--- config.mk ---
export PLATFORM = sky130hd
export DESIGN_NAME = lintc_core
export DESIGN_NICKNAME = d
export VERILOG_FILES = /design/src/lintc_pkg.sv /design/src/lintc_tmr_if.sv /design/src/lintc_core.sv /design/src/lintc_timer.sv
export SDC_FILE = /design/constraint.sdc
export NUM_CORES = 1
export LEC_CHECK = 0
export ABC_AREA = 0
export BUFFER_PORTS_ARGS = -buffer_cell sky130_fd_sc_hd__buf_2
export CAP_MARGIN = 5
export CORE_MARGIN = 10
export CORE_UTILIZATION = 50
export DETAILED_ROUTE_END_ITERATION = 10
export GPL_TIMING_DRIVEN = 0
export HOLD_SLACK_MARGIN = 0.08
export PLACE_DENSITY = 0.69
export SLEW_MARGIN = 25
export SYNTH_ARGS = -nofsm -noshare
export SYNTH_HDL_FRONTEND = slang
export SYNTH_SLANG_ARGS = --single-unit
--- constraint.sdc ---
create_clock -name mclk -period 2.3 [get_ports mclk]
set_input_delay 0.69 -clock mclk [delete_from_list [all_inputs] [get_ports mclk]]
set_output_delay 0.69 -clock mclk [all_outputs]
set_load 0.01 [all_outputs]
--- src/lintc_pkg.sv ---
// package of constants for the lin transceiver mode control
// assumes a 125 MHz mclk; analog comparators arrive as clean logic levels
//
// Function
// - mode select high puts the device into normal mode, both paths live, unless battery_uv_fs is set or vcc_uv forces fail-safe
// - battery below about 4.5V blocks bus transmission
// - after battery power-up the device starts in fail-safe mode
// - regulator undervoltage asserts the active-low internal reset
// - valid local wake level wakes the device from sleep or silent
// - driver overheat switches bus output off until cooled by hysteresis
// - regulator stays on while the driver is thermally shut down
// - sleep/silent entry works with bus shorted low; wake once released
// - in normal mode a low transmit level pulls the bus dominant
// - transmit level high or floating keeps the driver off, recessive
// - transmit low at normal entry blocks driver until high over 10us
// - in fail-safe after a wake or battery uv the transmit pin is an output reporting the source
// - transmit low longer than 20ms forces the driver recessive
// - sleep versus silent uses the real transmit pin level
// - after dominant timeout, transmit high over 10us re-arms the driver
// - bus path supports bit rates up to 20 kbaud
// - receive output stays high while the bus is high, except in sleep and the fail-safe bus wake and battery uv codes
// - mode select falling with transmit high enters silent, regulator on
// - mode select falling with transmit low enters sleep, regulator off
// - in normal mode receive mirrors the bus level
// - fail-safe code tx/rx: bus wake 0/0, local wake 0/1, battery uv 1/0
package lintc_pkg;
    // ************************************************************
    // timing
    // ************************************************************
    localparam int CLK_MHZ = 125;
    localparam int REARM_US = 10;
    localparam int DOM_TIMEOUT_MS = 20;
    localparam int WAKE_FILT_US = 30;
    // least times round up; +1 gives "more than"
    localparam int REARM_CYC = REARM_US * CLK_MHZ + 1;
    localparam int DOM_TIMEOUT_CYC = DOM_TIMEOUT_MS * 1000 * CLK_MHZ + 1;
    localparam int WAKE_FILT_CYC = WAKE_FILT_US * CLK_MHZ;
    // 20 kbaud bit is 50us, well inside the dominant timeout
    localparam int MAX_BAUD = 20000;
    localparam int TMR_W = 22;

    // ************************************************************
    // modes and fail-safe sources
    // ************************************************************
    typedef enum logic [1:0] {
        LINTC_FAILSAFE, LINTC_NORMAL, LINTC_SILENT, LINTC_SLEEP
    } lintc_mode_t;

    typedef enum logic [1:0] {
        LINTC_SRC_NONE, LINTC_SRC_BUS, LINTC_SRC_LOCAL, LINTC_SRC_BATT
    } lintc_src_t;
endpackage

--- src/lintc_tmr_if.sv ---
// interface between the mode controller and its timer
// assumes one clock domain
`timescale 1ns/100ps
interface lintc_tmr_if;
    logic run;
    logic clr;
    logic [21:0] limit;
    logic done;
    modport ctl (output run, output clr, output limit, input done);
    modport tmr (input run, input clr, input limit, output done);
endinterface

--- src/lintc_core.sv ---
// lin transceiver mode control, top level
// assumes pin levels are already synchronous logic; analog sensed outside
`timescale 1ns/100ps
module lintc_core import lintc_pkg::*; #(
    parameter int DOM_CYC = DOM_TIMEOUT_CYC,
    parameter int REARM = REARM_CYC,
    parameter int WAKE_CYC = WAKE_FILT_CYC
) (
    // clock and reset
    input wire logic mclk,
    input wire logic rst_n,
    input wire logic ce,
    // microcontroller side
    input wire logic mode_sel,
    input wire logic txd_in,
    output logic txd_out,
    output logic txd_oe,
    output logic rxd,
    input wire logic local_wake_input,
    // bus side
    input wire logic bus_in,
    output logic bus_drive_low,
    // analog monitors
    input wire logic battery_uv_tx,
    input wire logic battery_uv_fs,
    input wire logic vcc_uv,
    input wire logic driver_shutdown_temperature,
    // status
    output logic internal_reset_n,
    output logic regulator_en,
    output logic [1:0] mode
);
    // ************************************************************
    // reset release
    // ************************************************************
    logic [1:0] rsync_r;
    always_ff @(posedge mclk or negedge rst_n) begin
        if (!rst_n) rsync_r <= 2'b00;
        else rsync_r <= {rsync_r[0], 1'b1};
    end
    wire rst_s_n = rsync_r[1];

    // ************************************************************
    // timers
    // ************************************************************
    lintc_tmr_if dom_t ();
    lintc_tmr_if arm_t ();
    lintc_tmr_if wk_t ();
    lintc_timer u_dom (.mclk(mclk), .rst_n(rst_s_n), .ce(ce), .t(dom_t.tmr));
    lintc_timer u_arm (.mclk(mclk), .rst_n(rst_s_n), .ce(ce), .t(arm_t.tmr));
    lintc_timer u_wk (.mclk(mclk), .rst_n(rst_s_n), .ce(ce), .t(wk_t.tmr));

    // ************************************************************
    // state
    // ************************************************************
    lintc_mode_t st_r, st_nxt;
    lintc_src_t src_r, src_nxt;
    logic en_d_r, armed_r, armed_nxt, wk_seen_r, wk_seen_nxt, hot_r;
    logic bus_d_r;

    wire en_fall = en_d_r && !mode_sel;
    wire in_low = (st_r == LINTC_SLEEP) || (st_r == LINTC_SILENT);
    wire vcc_ok = !vcc_uv && (st_r != LINTC_SLEEP);
    // bus wake: dominant held past filter, then a rising edge
    wire bus_wake = in_low && wk_seen_r && bus_in && !bus_d_r;
    wire bus_wake_ok = bus_wake && ((st_r == LINTC_SLEEP) || txd_in);
    wire loc_wake = in_low && !local_wake_input;

    // ************************************************************
    // mode machine
    // ************************************************************
    always_comb begin
        st_nxt = st_r;
        src_nxt = src_r;
        unique case (st_r)
            LINTC_FAILSAFE: begin
                if (mode_sel && !battery_uv_fs) begin
                    st_nxt = LINTC_NORMAL;
                    src_nxt = LINTC_SRC_NONE;
                end else if (en_fall && src_r == LINTC_SRC_BATT) begin
                    // real pin level decides
                    st_nxt = txd_in ? LINTC_SILENT : LINTC_SLEEP;
                end
            end
            LINTC_NORMAL: begin
                if (en_fall) begin
                    st_nxt = txd_in ? LINTC_SILENT : LINTC_SLEEP;
                end else if (battery_uv_fs) begin
                    st_nxt = LINTC_FAILSAFE;
                    src_nxt = LINTC_SRC_BATT;
                end
            end
            LINTC_SILENT, LINTC_SLEEP: begin
                if (mode_sel && !battery_uv_fs) begin
                    // mode select high means normal unless battery_uv_fs is set, or vcc_uv in silent
                    st_nxt = LINTC_NORMAL;
                    src_nxt = LINTC_SRC_NONE;
                end else if (bus_wake_ok) begin
                    st_nxt = LINTC_FAILSAFE;
                    src_nxt = LINTC_SRC_BUS;
                end else if (loc_wake) begin
                    st_nxt = LINTC_FAILSAFE;
                    src_nxt = LINTC_SRC_LOCAL;
                end
            end
        endcase
        if (!vcc_ok && st_r != LINTC_SLEEP) begin
            st_nxt = LINTC_FAILSAFE;
        end
    end

    // driver re-arm after normal entry or dominant timeout
    always_comb begin
        armed_nxt = armed_r;
        if (st_r != LINTC_NORMAL) armed_nxt = 1'b0;
        else if (dom_t.done) armed_nxt = 1'b0;
        else if (arm_t.done) armed_nxt = 1'b1;
        if (st_r != LINTC_NORMAL && st_nxt == LINTC_NORMAL && txd_in)
            armed_nxt = 1'b1;
    end

    always_comb begin
        wk_seen_nxt = wk_seen_r;
        if (!in_low || bus_in) wk_seen_nxt = 1'b0;
        if (wk_t.done) wk_seen_nxt = 1'b1;
        if (in_low && bus_in && wk_seen_r) wk_seen_nxt = 1'b0;
    end

    assign dom_t.run = (st_r == LINTC_NORMAL) && !txd_in && armed_r;
    assign dom_t.clr = txd_in;
    assign dom_t.limit = DOM_CYC[21:0];
    assign arm_t.run = (st_r == LINTC_NORMAL) && !armed_r && txd_in;
    assign arm_t.clr = !txd_in;
    assign arm_t.limit = REARM[21:0];
    // wake filter works even with the bus stuck low
    assign wk_t.run = in_low && !bus_in && !wk_seen_r;
    assign wk_t.clr = bus_in;
    assign wk_t.limit = WAKE_CYC[21:0];

    always_ff @(posedge mclk or negedge rst_s_n) begin
        if (!rst_s_n) begin
            st_r <= LINTC_FAILSAFE;
            src_r <= LINTC_SRC_NONE;
            en_d_r <= 1'b0;
            armed_r <= 1'b0;
            wk_seen_r <= 1'b0;
            bus_d_r <= 1'b1;
            hot_r <= 1'b0;
        end else if (ce) begin
            st_r <= st_nxt;
            src_r <= src_nxt;
            en_d_r <= mode_sel;
            armed_r <= armed_nxt;
            wk_seen_r <= wk_seen_nxt;
            bus_d_r <= bus_in;
            // comparator carries its own hysteresis
            hot_r <= driver_shutdown_temperature;
        end
    end

    // ************************************************************
    // outputs
    // ************************************************************
    wire drive_nxt = (st_nxt == LINTC_NORMAL) && (st_r == LINTC_NORMAL) &&
                     armed_nxt && !txd_in && !battery_uv_tx &&
                     !driver_shutdown_temperature && !hot_r;
    logic rxd_nxt, txo_nxt, txoe_nxt;
    always_comb begin
        rxd_nxt = 1'b1;
        txo_nxt = 1'b1;
        txoe_nxt = 1'b0;
        unique case (st_nxt)
            LINTC_NORMAL: rxd_nxt = bus_in;
            LINTC_SILENT: rxd_nxt = 1'b1;
            LINTC_SLEEP: rxd_nxt = 1'b0;
            LINTC_FAILSAFE: begin
                txoe_nxt = (src_nxt != LINTC_SRC_NONE);
                unique case (src_nxt)
                    LINTC_SRC_BUS: {txo_nxt, rxd_nxt} = 2'b00;
                    LINTC_SRC_LOCAL: {txo_nxt, rxd_nxt} = 2'b01;
                    LINTC_SRC_BATT: {txo_nxt, rxd_nxt} = 2'b10;
                    LINTC_SRC_NONE: {txo_nxt, rxd_nxt} = {1'b1, bus_in};
                endcase
            end
        endcase
    end

    always_ff @(posedge mclk or negedge rst_s_n) begin
        if (!rst_s_n) begin
            bus_drive_low <= 1'b0;
            rxd <= 1'b1;
            txd_out <= 1'b1;
            txd_oe <= 1'b0;
            internal_reset_n <= 1'b0;
            regulator_en <= 1'b1;
            mode <= 2'b00;
        end else if (ce) begin
            bus_drive_low <= drive_nxt;
            rxd <= rxd_nxt;
            txd_out <= txo_nxt;
            txd_oe <= txoe_nxt;
            // regulator kept alive through thermal shutdown
            regulator_en <= (st_nxt != LINTC_SLEEP);
            internal_reset_n <= !vcc_uv &&
                                (st_nxt != LINTC_SLEEP);
            mode <= st_nxt;
        end
    end
endmodule // lintc_core

--- src/lintc_timer.sv ---
// saturating interval counter on the internal time base
// assumes synchronous clear and a held limit
`timescale 1ns/100ps
module lintc_timer import lintc_pkg::*; #(
    parameter int W = TMR_W
) (
    // clock and reset
    input wire logic mclk,
    input wire logic rst_n,
    input wire logic ce,
    // control
    lintc_tmr_if.tmr t
);
    logic [W-1:0] cnt_r;
    wire reached = (cnt_r >= t.limit[W-1:0]);

    // counting stops at the limit so done stays high
    always_ff @(posedge mclk or negedge rst_n) begin
        if (!rst_n) begin
            cnt_r <= '0;
        end else if (ce) begin
            if (t.clr || !t.run) begin
                cnt_r <= '0;
            end else if (!reached) begin
                cnt_r <= cnt_r + 1'b1;
            end
        end
    end

    assign t.done = reached && t.run && !t.clr;
endmodule // lintc_timer

## Yosys cells after proc, flatten, opt, wreduce, memory -nomap -nowiden

Cells that the tools add are included.

- Multiplexer cells: 35
- Equal/unequal tests: 16
- Reductions and logical operators: 69
- $lt $le $gt $ge: 3
- Add/subtract/negate cells: 3

Operators with widths:

| kind | count |
|---|---|
| 2-to-1 mux 22 bit | 6 |
| adder 22 x 1 -> 22 bit, second input constant | 3 |
| logical AND 1 bit | 33 |
| 2-to-1 mux 2 bit | 14 |
| >= comparator 22 x 11 -> 1 bit, second input constant | 1 |
| >= comparator 22 x 12 -> 1 bit, second input constant | 1 |
| >= comparator 22 bit, second input constant | 1 |
| zero test 1 bit | 17 |
| == test 2 bit, second input constant | 7 |
| case mux 2 bit (3 select lines) | 2 |
| 2-to-1 mux 1 bit | 10 |
| inequality test 2 bit, second input constant | 5 |
| AND reduction 2 bit | 4 |
| OR reduction 2 bit | 4 |
| == test 2 x 1 -> 1 bit, second input constant | 3 |
| zero test 2 bit | 3 |
| logical OR 1 bit | 6 |
| case mux 1 bit (4 select lines) | 1 |
| case mux 1 bit (3 select lines) | 1 |
| nonzero test 3 bit | 1 |
| inequality test 2 x 1 -> 1 bit, second input constant | 1 |
| case mux 1 bit (2 select lines) | 1 |
| nonzero test 2 bit | 1 |

- Word-level logic and storage cells: 143
- Register bits after elaboration: 83
- Bits of input ports: 11

## Longest topological paths before layout

- Depth in word-level cells: 19
- Depth in mapped cells: 9

## Modules after synthesis

From an unflattened synthesis, not the netlist that was laid out.

- Cell total of the unflattened synthesis: 821
- Area, all modules: 6825.3 um^2

By module, submodules not included:

| module | area an instance (um^2) | sequential area each (um^2) | times used | cells each |
|---|---|---|---|---|
| lintc_timer | 1933.1 | 550.5 | 3 | 237 |
| lintc_core | 1026.0 | 430.4 | 1 | 110 |

## Least setup slack after synthesis

Ideal clock, no wire load.

- Path kind: input-to-reg
- Start: input port txd_in
- End: register u_dom.cnt_r[8]
- Arrival time: 2.227 ns
- Stages: 8
- Setup slack: -0.048 ns
- Library setup time: 0.120 ns
- Cell sequence: clkbuf_1 > nor4bb_1 > buf_2 > nand4_1 > a31oi_2 > buf_2 > nor2_1 > a41o_1

- Longest elaborated chain between the ends: 7
- Elaborated cells on any way between the ends: 8

Ends and longest elaborated chain:

| what | RTL line | text |
|---|---|---|
| start: declaration | lintc_core.sv:15 | `input wire logic txd_in,` |
| zero test 1 bit | lintc_core.sv:129 | `assign dom_t.run = (st_r == LINTC_NORMAL) && !txd_in && armed_r;` |
| logical AND 1 bit (2 in a row) | lintc_core.sv:129 |  |
| zero test 1 bit | lintc_timer.sv:22 | `if (t.clr \|\| !t.run) begin` |
| logical OR 1 bit (*) | lintc_timer.sv:22 |  |
| inequality test 2 bit (no source line) | n/a |  |
| AND reduction 2 bit (no source line) | n/a |  |
| end signal: assignment | lintc_timer.sv:25 | `cnt_r <= cnt_r + 1'b1;` |
| end: declaration | lintc_timer.sv:14 | `logic [W-1:0] cnt_r;` |

Mark *: on every way between the ends. The rest lies on a longest branch, timed or not.
A chain may end at the register's enable or synchronous reset.

## Worst setup path in the final report

- Start: register u_dom.cnt_r[0]
- End: register u_dom.cnt_r[18]

- Longest elaborated chain between the ends: 3
- Elaborated cells on any way between the ends: 6

Ends and longest elaborated chain:

| what | RTL line |
|---|---|
| adder 22 x 1 -> 22 bit or >= comparator 22 bit (tied branches) | lintc_timer.sv:25, lintc_timer.sv:15 |
| 2-to-1 mux 22 bit or inequality test 2 bit (tied branches) | n/a |
| 2-to-1 mux 22 bit or AND reduction 2 bit (tied branches) | n/a |

Parallel ways exist; a longest one is shown, timed or not. The select of a mux whose other input is x is not followed.

==> flow_metrics.py <==
metrics = {
    "timing": {
        "max_freq_ghz": 0.4068,
        "hold_violations": 0,
        "worst_pin_slew_ns": 0.6723,
        "timing.final.crit_share_pct": 106.9,
        "drv_slew": 0,
        "slew_headroom_pct": 55.01,
        "skew_ns": 0.01261,
        "worst_slack_ns": -0.1581,
        "rsz0062_at_grt": "true",
        "period_needed_ns": 2.458,
        "setup_viol": 14,
    },
    "logic_synthesis": {
        "yosysSeqAreaShare_pct": 48.19,
        "syn-num-nets": 479,
        "netlist_top_cells_area": "dfrtp_1 (46%), nor2_1 (4.9%), nand2_1 (4.0%), o21ai_0 (2.5%), nor4_1 (2.5%)",
        "syn_avg_cell_area_um2": 9.372,
        "synth.top_cell.area_share_pct": 45.76,
        "ys.warnings.count": 0,
        "synthFlopType": "dfrtp_1",
        "synth_cell_types": 60,
        "ys_ff_latch": 83,
        "synth_area_um2": 4320,
        "synth_top_area_cell": "dfrtp_1",
        "syn_inst": 461,
        "synth_edf_count": 0,
        "async_flop_share_pct": 100.0,
    },
    "die": {
        "dieArea_um2": 12760,
        "start_util_pct": 52.06,
        "die_x_um": 113.0,
        "pin_count": 19,
        "num_rows": 33,
        "core_region_area_um2": 8299,
        "die_h_um": 113.0,
    },
    "power": {
        "switching_share_pct": 29.66,
        "pwr-share-seq_pct": 52.8,
        "p_leak_nw": 2.163,
        "ir_drop_mv": 0.3580,
        "intPower_mw": 2.123,
        "pwr-share-comb_pct": 15.4,
        "powerDensity_nw_per_um2": 598.2,
        "switchingPower_uw": 895.3,
        "pwr-share-clk_pct": 31.8,
    },
    "critical_path": {
        "r2r_slack_ns": -0.16,
        "critPathRequiredTime_ns": 2.59,
        "crit_fanout": 4,
        "arrival_ns": 2.75,
        "r2r-end": "u_dom.cnt_r[18]",
        "startpoint_type": "flip-flop",
        "rr_worst_depth": 7,
        "cp-end-kind": "flip-flop",
        "worst-setup-path-type": "reg2reg",
        "r2r_start": "u_dom.cnt_r[0]",
        "endpoint": "u_dom.cnt_r[18]",
        "crit_start": "u_dom.cnt_r[0]",
    },
    "routing": {
        "ant_nets": 0,
        "first_iter_violations": 201,
        "num_vias": 3632,
        "routed_wl_um": 9740,
        "first_pass_iters": 4,
        "wl_per_cell_um": 15.79,
        "post-route-drc-count": 0,
        "viasPerCell": 5.887,
    },
    "global_routing": {
        "use_met2_pct": 24.69,
        "grt_pass1_wl_um": 16400,
        "top_usage_layer": "met2",
        "grt_max_degree": 46,
        "grt.total_usage_pct": 15.29,
        "overflow": 0,
        "antenna_found_initial": 0,
        "gr-usage-met1_pct": 19.15,
        "grtUsageMet3_pct": 4.437,
        "first_global_vias": 3456,
    },
    "cts": {
        "path_clk_slew_ns": 0.09,
        "cts-htree-levels": 3,
        "clockBufferDepth": 2,
        "clock-sinks": 83,
        "clk_latency_ns": 0.37,
        "root_buffer": "clkbuf_8",
        "cts-buffers-inserted": 9,
        "cts_tree": "yes",
    },
    "final_layout": {
        "layout_common_cells": "dfrtp_1 (76), nor2_1 (56), nand2_1 (46)",
        "area_delta_synth_final_pct": 16.80,
        "drive_gt1_share_pct": 19.34,
        "antennaDiodeCount": 0,
        "fin_util_pct": 60.80,
        "nets": 525,
        "final_common_cell": "dfrtp_1",
        "fillers": 691,
        "fin_cells": 617,
    },
    "placed_design": {
        "placed_cells": 584,
        "portBuffers": 17,
        "dpl.hpwl_um": 6649,
        "routabilityCongestion": 0.8742,
    },
    "min_path": {
        "hold_path.class": "reg2async",
    },
    "job": {
        "cap_violations": 0,
    },
    "status": {
        "violations": "negative setup slack",
        "outcome": "finished with violations",
    },
}
per-layer routing:
layer / routed length (um) / share of wire, %
met4: 112 / 1.1
met1: 4543 / 47
met3: 372 / 3.8
met2: 4711 / 48
met5: 0 / 0
Yosys cell counts, types with 8 or more instances:
master / instances
dfrtp_1: 79
o21ai_0: 22
a21oi_1: 21
nand2_1: 46
nor2_1: 56
nor3_1: 8
xor2_1: 12
nand3_1: 17
inv_1: 15
clkbuf_1: 9
and3_1: 10
nor4_1: 17
xnor2_1: 11
and2_1: 8
nor2b_1: 13
nand4_1: 8
what timing repair did:
item / 4_1_cts / 5_1_grt
pin swaps: 1 / 20
setup endpoints to repair: 30 / 46
gates resized for setup: 4 / 35
buffers inserted: 3 / 13
hold buffers: 1 / 0
endpoints found under the hold margin: 2 / 0
kinds of logic (layout without fill, tap and decap cells):
group | Yosys count | after routing | share of synthesized area [%]
adder cells (fa/ha/maj) | 7 | 7 | 2.027
flip-flops | 83 | 83 | 48.19
XOR/XNOR | 23 | 23 | 4.663
AND/OR/NAND/NOR | 210 | 210 | 24.76
other | 1 | 1 | 0.08680
buffers and inverters | 32 | 83 | 2.925
multiplexers | 4 | 4 | 1.042
AO/OA/AOI/OAI | 101 | 101 | 16.31
sequential cells by signal (all words and copies together) (netlist names):
signal / cells
src_r: 2
mode: 2
wk_seen_r: 1
armed_r: 1
u_wk.cnt_r: 22
rsync_r: 2
bus_drive_low: 1
u_arm.cnt_r: 22
txd_oe: 1
u_dom.cnt_r: 22
internal_reset_n: 1
rxd: 1
en_d_r: 1
txd_out: 1
bus_d_r: 1
hot_r: 1
regulator_en: 1
metrics by stage:
step / setup TNS, ns / setup slack (ns) / instance area [um^2] / power [mW] / hold WS, ns
floorplan: 0 / 0.003691 / 4325 / 1.905 / 0.3311
global placement: -8.647 / -0.4348 / 4542 / 2.029 / 0.3405
detailed placement: -10.41 / -0.5287 / 4572 / 2.048 / 0.3269
CTS: -0.9775 / -0.1529 / 4802 / 3.025 / 0.3355
global route: -3.154 / -0.2608 / 5046 / 3.167 / 0.3619
finish: -0.9805 / -0.1581 / 5046 / 3.019 / 0.3100
worst min path at each step:
stage,start,to,slack (ns),depth (start not counted)
5_1_grt,rsync_r[1],u_dom.cnt_r[5],0.36,0
3_3_place_gp,rsync_r[0],rsync_r[1],0.34,0
3_5_place_dp,rsync_r[1],u_dom.cnt_r[5],0.33,0
2_1_floorplan,rsync_r[0],rsync_r[1],0.33,0
4_1_cts,rsync_r[1],u_arm.cnt_r[13],0.34,0
6_report,rsync_r[1],u_dom.cnt_r[5],0.31,0
layout make-up:
class                           count  area [um^2]  area share [%]
Multi-Input combinational cell    346         2248           44.56
Clock buffer                       11        131.4           2.604
Timing Repair Buffer               35        262.8           5.207
Clock inverter                      5        38.79          0.7687
Inverter                           16        60.06           1.190
Tap cell                          105        131.4           2.604
Buffer                             16        85.08           1.686
Sequential cell                    83         2088           41.38
critical path, stage by stage, from the launching register on:
cell and delay, ns:
dfrtp_2 0.45, ha_4 0.16, or4b_4 0.54, o211ai_4 0.23, a31oi_4 0.15, or3_4 0.42
or3_1 0.31, a21oi_1 0.12
power by group through the flow:
stage	combinational, mW	sequential, mW	clock [mW]
6_report	0.466	1.59	0.959
2_1_floorplan	0.268	1.64	0
5_1_grt	0.521	1.61	1.04
3_3_place_gp	0.394	1.63	0
4_1_cts	0.449	1.59	0.982
3_5_place_dp	0.425	1.62	0
Power figures use the tool's default switching activity.
